`src/spc_map.svh`:
```
// Register offsets, field positions, reset values and scaling constants of the shunt power calculator.
// Assumes inclusion by the package and the datapath modules; holds definitions only.
//
// Summary of operation
// - Bus result left-aligned, shift three, 4 mV step.
// - Current equals shunt times scaling over 4096.
// - Power equals current magnitude times bus over 5000.
// - Current MSB is sign, fifteen two's complement value bits.
// - Power step is twenty current steps.
// - Host writes scaling word; datapath multiplies by it.
// - Scaling low bit reads zero, ignores writes.
// - Done flag sets after math, clears on power read/mode write.
// - Overflow flag sets when current or power out of range.
// - Negative current stored in two's complement.
`ifndef SPC_MAP_SVH
`define SPC_MAP_SVH

// --------------------------------------------------------------------------
// Register offsets
// --------------------------------------------------------------------------
`define SPC_OFS_CONFIG 3'h0
`define SPC_OFS_SHUNT 3'h1
`define SPC_OFS_BUS 3'h2
`define SPC_OFS_POWER 3'h3
`define SPC_OFS_CURRENT 3'h4
`define SPC_OFS_SCALING 3'h5

// --------------------------------------------------------------------------
// Fields, reset values and scaling
// --------------------------------------------------------------------------
`define SPC_BUS_SHIFT 3
`define SPC_BUS_STEP_MV 4
`define SPC_BIT_DONE 1
`define SPC_BIT_OVF 0
`define SPC_MODE_LSB 0
`define SPC_MODE_MSB 2
`define SPC_CONFIG_RESET 16'h0000
`define SPC_RESULT_RESET 16'h0000
`define SPC_SCALING_RESET 16'h0000
`define SPC_CURRENT_SHIFT 12
`define SPC_POWER_DIVISOR 5000
`define SPC_POWER_PER_CURRENT 20

`endif

```
`src/spc_pkg.sv`:
```
// Types shared by the shunt power calculator modules.
// Assumes spc_map.svh is on the include path.
package spc_pkg;
    `include "spc_map.svh"

    typedef logic [15:0] spc_word_t;
    typedef enum logic [1:0] {SPC_IDLE, SPC_CURRENT, SPC_POWER, SPC_DONE} spc_state_t;
endpackage

```
`src/spc_math_if.sv`:
```
// Carrier between the sequencer and the arithmetic unit.
// Assumes a single clock domain.
`timescale 1ns/100ps
interface spc_math_if;
    logic [15:0] shuntRaw;
    logic [15:0] scaling;
    logic [15:0] currentIn;
    logic [12:0] busVolt;
    logic [15:0] currentOut;
    logic currentOvf;
    logic [15:0] powerOut;
    logic powerOvf;
    modport seq(output shuntRaw, scaling, currentIn, busVolt, input currentOut, currentOvf, powerOut, powerOvf);
    modport alu(input shuntRaw, scaling, currentIn, busVolt, output currentOut, currentOvf, powerOut, powerOvf);
endinterface

```
`src/spc_math.sv`:
```
// Combinational arithmetic for current and power.
// Assumes the sequencer registers every result it takes.
`timescale 1ns/100ps
`include "spc_map.svh"
module spc_math
    import spc_pkg::*;
(
    spc_math_if.alu m
);
    // ----------------------------------------------------------------------
    // Current
    // ----------------------------------------------------------------------
    // The low scaling bit is dropped here as well, so a stale one never counts.
    wire signed [16:0] calSigned = {1'b0, m.scaling[15:1], 1'b0};
    wire signed [32:0] curProd = $signed(m.shuntRaw) * calSigned;
    wire signed [20:0] curFull = 21'(curProd >>> `SPC_CURRENT_SHIFT);
    // Range is checked before truncation; two's complement keeps the sign in bit 15.
    assign m.currentOvf = (curFull > 21'sd32767) || (curFull < -21'sd32768);
    assign m.currentOut = curFull[15:0];

    // ----------------------------------------------------------------------
    // Power
    // ----------------------------------------------------------------------
    // Power uses the magnitude of current, since power is reported unsigned.
    wire [15:0] curMag = m.currentIn[15] ? 16'(-m.currentIn) : m.currentIn;
    wire [28:0] powProd = curMag * {16'h0000, m.busVolt};
    wire [28:0] powFull = powProd / 29'(`SPC_POWER_DIVISOR);
    assign m.powerOvf = powFull > 29'h0000ffff;
    assign m.powerOut = powFull[15:0];
endmodule

```
`src/shunt_power_calc.sv`:
```
// Datapath top of the current and power monitor: result registers and serial register port.
// Assumes the conversion front end presents finished results with one-cycle valid pulses.
`timescale 1ns/100ps
`include "spc_map.svh"
module shunt_power_calc
    import spc_pkg::*;
(
    // Clock and reset
    input wire logic core_clk,
    input wire logic rst_n,
    // Conversion results from the front end
    input wire logic [15:0] shuntIn,
    input wire logic shuntValid,
    input wire logic [12:0] busIn,
    input wire logic busValid,
    // Register port from the serial engine
    input wire logic [2:0] regAddr,
    input wire logic regWrite,
    input wire logic regRead,
    input wire logic [15:0] regWdata,
    output logic [15:0] regRdata,
    // Status
    output logic convDone,
    output logic mathOvf
);
    // ----------------------------------------------------------------------
    // Storage
    // ----------------------------------------------------------------------
    spc_word_t configQ;
    spc_word_t configD;
    spc_word_t shuntQ;
    spc_word_t shuntD;
    logic [12:0] busQ;
    logic [12:0] busD;
    spc_word_t currentQ;
    spc_word_t currentD;
    spc_word_t powerQ;
    spc_word_t powerD;
    spc_word_t scalingQ;
    spc_word_t scalingD;
    logic doneQ;
    logic doneD;
    logic ovfQ;
    logic ovfD;
    spc_state_t stateQ;
    spc_state_t stateD;
    logic pendingQ;
    logic pendingD;
    spc_word_t rdataQ;
    spc_word_t rdataD;

    // ----------------------------------------------------------------------
    // Arithmetic unit
    // ----------------------------------------------------------------------
    // The unit is purely combinational; every result is registered here, so the
    // multiplier path has a whole clock period to settle.
    spc_math_if mathBus();
    spc_math u_math(
        .m(mathBus)
    );

    assign mathBus.shuntRaw = shuntQ;
    assign mathBus.scaling = scalingQ;
    assign mathBus.currentIn = currentQ;
    assign mathBus.busVolt = busQ;

    // ----------------------------------------------------------------------
    // Request decode
    // ----------------------------------------------------------------------
    wire wrConfig = regWrite && regAddr == `SPC_OFS_CONFIG;
    wire wrScaling = regWrite && regAddr == `SPC_OFS_SCALING;
    wire rdPower = regRead && regAddr == `SPC_OFS_POWER;
    wire newSample = shuntValid || busValid;
    // Any configuration write counts as a mode write; the mode field is not compared.
    wire modeWrite = wrConfig;

    // ----------------------------------------------------------------------
    // Read selection
    // ----------------------------------------------------------------------
    wire selConfig = regAddr == `SPC_OFS_CONFIG;
    wire selShunt = regAddr == `SPC_OFS_SHUNT;
    wire selBus = regAddr == `SPC_OFS_BUS;
    wire selPower = regAddr == `SPC_OFS_POWER;
    wire selCurrent = regAddr == `SPC_OFS_CURRENT;
    wire selScaling = regAddr == `SPC_OFS_SCALING;
    // Bus result left-aligned with status in the low bits.
    wire [15:0] busWord = {busQ, 1'b0, doneQ, ovfQ};
    // The low scaling bit is forced again on the way out, so it reads zero whatever is stored.
    wire [15:0] scalingWord = {scalingQ[15:1], 1'b0};
    // Unmapped offsets fall through every select and read as zero.
    wire [15:0] rdMux =
        ({16{selConfig}} & configQ) |
        ({16{selShunt}} & shuntQ) |
        ({16{selBus}} & busWord) |
        ({16{selPower}} & powerQ) |
        ({16{selCurrent}} & currentQ) |
        ({16{selScaling}} & scalingWord);

    // ----------------------------------------------------------------------
    // Sequencer
    // ----------------------------------------------------------------------
    wire takeCurrent = stateQ == SPC_CURRENT;
    wire takePower = stateQ == SPC_POWER;
    wire doneSet = stateQ == SPC_DONE;
    // A sample that lands mid-sequence is remembered, else its results would never be computed.
    assign pendingD = (takeCurrent || takePower) ? (pendingQ || newSample) : 1'b0;

    // The pending sample restarts the sequence after DONE, so the three results
    // always come from one measurement set.
    always_comb begin
        stateD = stateQ;
        unique case (stateQ)
            SPC_IDLE: begin
                if (newSample) begin
                    stateD = SPC_CURRENT;
                end
            end
            SPC_CURRENT: begin
                stateD = SPC_POWER;
            end
            SPC_POWER: begin
                stateD = SPC_DONE;
            end
            SPC_DONE: begin
                stateD = (newSample || pendingQ) ? SPC_CURRENT : SPC_IDLE;
            end
        endcase
    end

    // ----------------------------------------------------------------------
    // Next values
    // ----------------------------------------------------------------------
    assign configD = wrConfig ? regWdata : configQ;
    // Writes to the read-only offsets decode to nothing and are dropped.
    assign scalingD = wrScaling ? {regWdata[15:1], 1'b0} : scalingQ;
    assign shuntD = shuntValid ? shuntIn : shuntQ;
    assign busD = busValid ? busIn : busQ;
    assign currentD = takeCurrent ? mathBus.currentOut : currentQ;
    assign powerD = takePower ? mathBus.powerOut : powerQ;
    // The power step folds into the current step's overflow, so one flag covers both.
    assign ovfD = takeCurrent ? mathBus.currentOvf : (takePower ? (ovfQ || mathBus.powerOvf) : ovfQ);
    // Set wins over a same-cycle clear so a finished calculation is never lost.
    assign doneD = doneSet ? 1'b1 : ((rdPower || modeWrite) ? 1'b0 : doneQ);
    assign rdataD = regRead ? rdMux : rdataQ;

    // ----------------------------------------------------------------------
    // Registers
    // ----------------------------------------------------------------------
    always_ff @(posedge core_clk) begin
        if (!rst_n) begin
            stateQ <= SPC_IDLE;
        end else begin
            stateQ <= stateD;
        end
    end

    always_ff @(posedge core_clk) begin
        if (!rst_n) begin
            pendingQ <= 1'b0;
        end else begin
            pendingQ <= pendingD;
        end
    end

    always_ff @(posedge core_clk) begin
        if (!rst_n) begin
            configQ <= `SPC_CONFIG_RESET;
        end else begin
            configQ <= configD;
        end
    end

    always_ff @(posedge core_clk) begin
        if (!rst_n) begin
            scalingQ <= `SPC_SCALING_RESET;
        end else begin
            scalingQ <= scalingD;
        end
    end

    always_ff @(posedge core_clk) begin
        if (!rst_n) begin
            shuntQ <= `SPC_RESULT_RESET;
        end else begin
            shuntQ <= shuntD;
        end
    end

    always_ff @(posedge core_clk) begin
        if (!rst_n) begin
            busQ <= 13'h0000;
        end else begin
            busQ <= busD;
        end
    end

    always_ff @(posedge core_clk) begin
        if (!rst_n) begin
            currentQ <= `SPC_RESULT_RESET;
        end else begin
            currentQ <= currentD;
        end
    end

    always_ff @(posedge core_clk) begin
        if (!rst_n) begin
            powerQ <= `SPC_RESULT_RESET;
        end else begin
            powerQ <= powerD;
        end
    end

    always_ff @(posedge core_clk) begin
        if (!rst_n) begin
            ovfQ <= 1'b0;
        end else begin
            ovfQ <= ovfD;
        end
    end

    always_ff @(posedge core_clk) begin
        if (!rst_n) begin
            doneQ <= 1'b0;
        end else begin
            doneQ <= doneD;
        end
    end

    always_ff @(posedge core_clk) begin
        if (!rst_n) begin
            rdataQ <= 16'h0000;
        end else begin
            rdataQ <= rdataD;
        end
    end

    // ----------------------------------------------------------------------
    // Outputs
    // ----------------------------------------------------------------------
    assign regRdata = rdataQ;
    assign convDone = doneQ;
    assign mathOvf = ovfQ;
endmodule

```
`config.mk`:
```
export PLATFORM = sky130hd
export DESIGN_NAME = shunt_power_calc
export DESIGN_NICKNAME = d
export VERILOG_FILES = /design/src/spc_pkg.sv /design/src/spc_math_if.sv /design/src/spc_math.sv /design/src/shunt_power_calc.sv
export VERILOG_INCLUDE_DIRS = /design/src
export SDC_FILE = /design/constraint.sdc
export NUM_CORES = 2
export LEC_CHECK = 0
export ABC_CLOCK_PERIOD_IN_PS = 22700
export BUFFER_PORTS_ARGS = -buffer_cell sky130_fd_sc_hd__buf_2
export CORE_MARGIN = 1.5
export CORE_UTILIZATION = 55
export DETAILED_ROUTE_END_ITERATION = 8
export MAX_ROUTING_LAYER = met4
export PLACE_DENSITY = 0.72
export SYNTH_ARGS = -nofsm -noshare
export SYNTH_HDL_FRONTEND = slang
export SYNTH_HIERARCHICAL = 1
export SYNTH_SLANG_ARGS = --single-unit
export TNS_END_PERCENT = 5
```
`constraint.sdc`:
```
create_clock -name core_clk -period 22.7 [get_ports core_clk]
set_input_delay 2.27 -clock core_clk [delete_from_list [all_inputs] [get_ports core_clk]]
set_output_delay 2.27 -clock core_clk [all_outputs]
set_load 0.05 [all_outputs]
```
## After elaboration in Yosys (flattened, before gate mapping)

Cells that the tools add are included.
Widths: inputs -> output; s select.

| storage, ports and cells | value |
|---|---|
| input bits | 54 |
| register bits | 113 |

| operators by class | value |
|---|---|
| add/subtract/negate cells | 1 |
| bitwise gates (word level) | 11 |
| equal/unequal tests | 9 |
| reduce and logical (&&, ||, !) cells | 14 |
| muxes and demuxes | 8 |
| divide/modulo/power cells | 1 |
| $mul | 2 |
| magnitude comparators | 3 |

Operator list:

| operator | count |
|---|---|
| $and 16x16->16 | 6 |
| $or 16x16->16 | 5 |
| $mul 16x16->32 | 1 |
| $div 29x13->29 const B | 1 |
| $gt 29x16->1 const B | 1 |
| $mul 16x13->29 | 1 |
| $gt 21x16->1 const B | 1 |
| $lt 21x16->1 const B | 1 |
| $mux 16 | 1 |
| $neg 16->16 | 1 |
| $pmux 2 s4 | 1 |
| $eq 3x2->1 const B | 2 |
| $eq 3x3->1 const B | 2 |
| $logic_or 1x1->1 | 6 |
| $mux 1 | 5 |
| $eq 2x2->1 const B | 2 |
| $reduce_bool 2->1 | 2 |
| $eq 3x1->1 const B | 1 |
| $logic_and 1x1->1 | 3 |
| $logic_not 3->1 | 1 |
| $eq 2x1->1 const B | 1 |
| $logic_not 2->1 | 1 |
| $mux 2 | 1 |
| $ne 2x2->1 const B | 1 |
| $reduce_and 2->1 | 1 |

## Logic depth before layout (Yosys ltp)

| depth | value |
|---|---|
| word-level depth | 8 |
| gate-level depth with buffers | 92 |

## Modules after synthesis

Netlist, hierarchy kept.

Modules (own cells, without submodules):

| module | sequential area each (um^2) | times used | cells each | area an instance (um^2) |
|---|---|---|---|---|
| spc_math | 0.0 | 1 | 2847 | 23122.2 |
| shunt_power_calc | 2262.2 | 1 | 512 | 5071.1 |

## Worst setup path before layout

OpenSTA, ideal clock, no wires.

| timing | value |
|---|---|
| kind | register -> register |
| start point | reg currentQ[6] |
| end point | reg powerQ[0] |
| stages on the path, launching flop included | 82 |
| period minus slack after synthesis | 20.319 ns |
| path slack | 2.381 ns |
| path buffers | 9 |
| data arrival time | 20.254 ns |
| cell sequence | dfxtp_1 > or4_1 > nor4_1 > nand3_1 > nor4b_1 > clkbuf_1 > nand2_1 > fa_1 > inv_1 > fa_1 > fa_1 > fa_1 > inv_1 > fa_1 > inv_1 > ha_1 > buf_2 > nand2_1 > (+46 left out) > o2111ai_1 > a21boi_1 > maj3_2 > maj3_2 > xnor2_4 > o21ai_2 > and2_1 > buf_6 > xor2_1 > nor4b_4 > or3_1 > buf_2 > a31oi_4 > o2111ai_1 > o21a_1 > o41ai_2 > mux2i_1 > nor2b_1 |

| between the ends | value |
|---|---|
| cells in the longest elaborated chain, start to end | 4 |

RTL lines:

| item | RTL line | RTL |
|---|---|---|
| from (decl) | shunt_power_calc.sv:35 | `spc_word_t currentQ;` |
| from (signal assigned) | shunt_power_calc.sv:199 | `` currentQ <= `SPC_RESULT_RESET; `` |
| from (signal assigned) | shunt_power_calc.sv:201 | `currentQ <= currentD;` |
| $neg 16->16 | spc_math.sv:25 | `wire [15:0] curMag = m.currentIn[15] ? 16'(-m.currentIn) : m.currentIn;` |
| $mux 16 * | spc_math.sv:25 |  |
| $mul 16x13->29 * | spc_math.sv:26 | `wire [28:0] powProd = curMag * {16'h0000, m.busVolt};` |
| $div 29x13->29 * | spc_math.sv:27 | `` wire [28:0] powFull = powProd / 29'(`SPC_POWER_DIVISOR); `` |
| named net mathBus.powerOut[0] | spc_math_if.sv:11 | `logic [15:0] powerOut;` |
| to (signal assigned) | shunt_power_calc.sv:207 | `` powerQ <= `SPC_RESULT_RESET; `` |
| to (signal assigned) | shunt_power_calc.sv:209 | `powerQ <= powerD;` |
| to (decl) | shunt_power_calc.sv:37 | `spc_word_t powerQ;` |

Mark *: on every way through the listed nets, which the timed path passes. The rest lies on a longest branch.
A chain may end at the register's enable or synchronous reset.

## Worst setup path in the final report

Same ends and word-level chain as after synthesis.

==> results.json <==
{
  "grt_pass1_wl_mm": 136,
  "grt-ovfl-total": 0,
  "cp_slowest_stage_delay_ps": 660,
  "grt_pass1_vias": 25800,
  "core-area_um2": 50400,
  "period_share_pct": 95.9,
  "status": "completed",
  "clk_pin_slew_ps": 60,
  "drc": 0,
  "ant_nets": 0,
  "crit_fanout": 12,
  "grt_max_degree": 114,
  "hp-class": "reg2reg",
  "avgSynthCellArea_um2": 8.39,
  "viasPerCell": 6.11,
  "finalSetupTns_ps": 0,
  "wl_per_cell_um": 20.4,
  "p_clk_share_pct": 8.5,
  "antenna_found_initial": 5,
  "worst_slew_pin_slew_ps": 1190,
  "cpMaxStageDelayCell": "or4_1",
  "die_area_um2": 52600,
  "port_buffers": 71,
  "finalCriticalPeriod_ps": 21780,
  "dp_hpwl_mm": 63.4,
  "clock_path_buffers": 2,
  "routed_wirelength_mm": 83.1,
  "ys.warnings.count": 6,
  "cts_hold_buf": 0,
  "path_common_cell": "fa_1",
  "crit_path_end_kind": "register",
  "syn-num-nets": 3970,
  "initial_core_util_pct": 56.0,
  "cp.required_ps": 23070,
  "first_pass_iters": 6,
  "p_int_w": 0.00161,
  "swShare_pct": 53.9,
  "fin_nets": 4002,
  "htreeDepth": 4,
  "fin_util_pct": 60.6,
  "relSlewSlack_pct": 20.4,
  "clk_latency_ps": 440,
  "gp_congestion": 0.933,
  "cts_tree": "done",
  "leakagePower_nw": 14.0,
  "fillCellCount": 4379,
  "p_comb_share_pct": 84.6,
  "setup-violations-final": 0,
  "syn_inst": 3358,
  "ir_drop_mv": 0.357,
  "clock.fmax_mhz": 45.9,
  "critPathLaunchType": "register",
  "criticalPathCategory": "reg2reg",
  "rows": 82,
  "finalMaxSlewViolations": 0,
  "seqPwrFrac_pct": 6.9,
  "clock-sinks": 113,
  "p_per_area_nw_per_um2": 114,
  "max_cap_viol_count": 0,
  "io-pin-count": 72,
  "synthToLayoutAreaGrowth_pct": 8.35,
  "cts-root-buf": "clkbuf_16",
  "track_usage_pct": 32.8,
  "skew_ps": 13.9,
  "chipHeight_um": 229,
  "layout-drive-gt1-share_pct": 11.3,
  "die_w_um": 229,
  "cp.arrival_ps": 22150,
  "syn_area_um2": 28200,
  "tritoncts.num_buffers": 17,
  "switchingPower_w": 0.00188,
  "drt_iter0_drc": 1906,
  "route.vias.total": 24900,
  "hold_viol_final": 0
}
-- placed cells by master, fill, tap and decap left out, drive strengths merged, types with 16 or more instances in the layout --
master	n
nand3	47
ha	159
nor2	129
buf	165
a21oi	118
nor3	69
o21a	38
nand2	396
o221a	17
a31oi	28
o21ai	120
clkbuf	17
o211ai	30
inv	476
and2	238
or2	19
nand4	29
dfxtp	113
mux2i	109
nor4	16
a211oi	20
a21boi	39
fa	399
a21o	28
mux2	28
xnor2	84
xor2	37
nand2b	30
nor2b	96
-- final cells by class --
class,instances,area (um2),area share [%]
Timing Repair Buffer,165,1060,3.47
Sequential cell,113,2260,7.41
Antenna cell,5,12.5,0.0410
Tap cell,672,841,2.75
Multi-Input combinational cell,2622,24000,78.5
Inverter,471,1770,5.80
Clock buffer,17,425,1.39
Clock inverter,15,199,0.651
-- critical path: cells and delay by family, from the launching register on --
kind / cells / cell delay (ps)
AO/OA/AOI/OAI: 30 / 8890
AND/OR/NAND/NOR: 18 / 5110
adder cells (fa/ha/maj): 6 / 3040
multiplexers: 9 / 2900
XOR/XNOR: 4 / 860
buffers and inverters: 4 / 510
flip-flops: 1 / 370
-- flip-flops by register name (all words and copies together) (netlist names) --
signal            cells
currentQ             16
mathOvf               1
pendingQ              1
mathBus.shuntRaw     16
busQ                 13
powerQ               16
convDone              1
stateQ                2
regRdata             16
mathBus.scaling      15
configQ              16
-- per-layer routing --
layer	wire length [um]	up-vias	GRT usage (%)
met2	40600	1055	54.1
met4	3070	0	12.2
met1	33900	12400	41.0
li1	-	11300	-
met5	0	-	-
met3	5560	195	4.81
-- what timing repair did --
action / 4_1_cts / 5_1_grt
pin swaps: 2 / 11
buffers inserted: 3 / 20
setup endpoints to repair: 1 / 3
gates resized for setup: 4 / 83
-- power groups by stage --
stage,clock (W),sequential (W),combinational [W]
floorplan,0,0.000236,0.00230
global placement,0,0.000242,0.00273
detailed placement,0,0.000243,0.00279
CTS,0.000300,0.000238,0.00281
global route,0.000307,0.000241,0.00320
finish,0.000297,0.000240,0.00296
-- path summary, 6_finish.rpt --
kind | startpoint | endpoint | slack [ps] | cells after the start
max | currentQ[6]$_SDFFE_PN0P_ | powerQ[0]$_SDFFE_PN0N_ | 920 | 71
min | configQ[4]$_SDFFE_PN0P_ | configQ[4]$_SDFFE_PN0P_ | 460 | 2
max reg2reg | currentQ[6]$_SDFFE_PN0P_ | powerQ[0]$_SDFFE_PN0N_ | 920 | 71
min reg2reg | configQ[4]$_SDFFE_PN0P_ | configQ[4]$_SDFFE_PN0P_ | 460 | 2
-- per-stage QoR --
stage | total power, W | std cells | hold WS (ps) | area [um2] | setup WS, ps
5_1_grt | 0.00374 | 4080 | 481 | 30500 | -123
6_report | 0.00349 | 4080 | 457 | 30500 | 922
3_5_place_dp | 0.00304 | 4020 | 447 | 29300 | -364
4_1_cts | 0.00335 | 4055 | 456 | 29900 | 29.8
3_3_place_gp | 0.00297 | 4020 | 440 | 29300 | 280
2_1_floorplan | 0.00253 | 3358 | 430 | 28200 | 2380
Power figures use the tool's default switching activity.
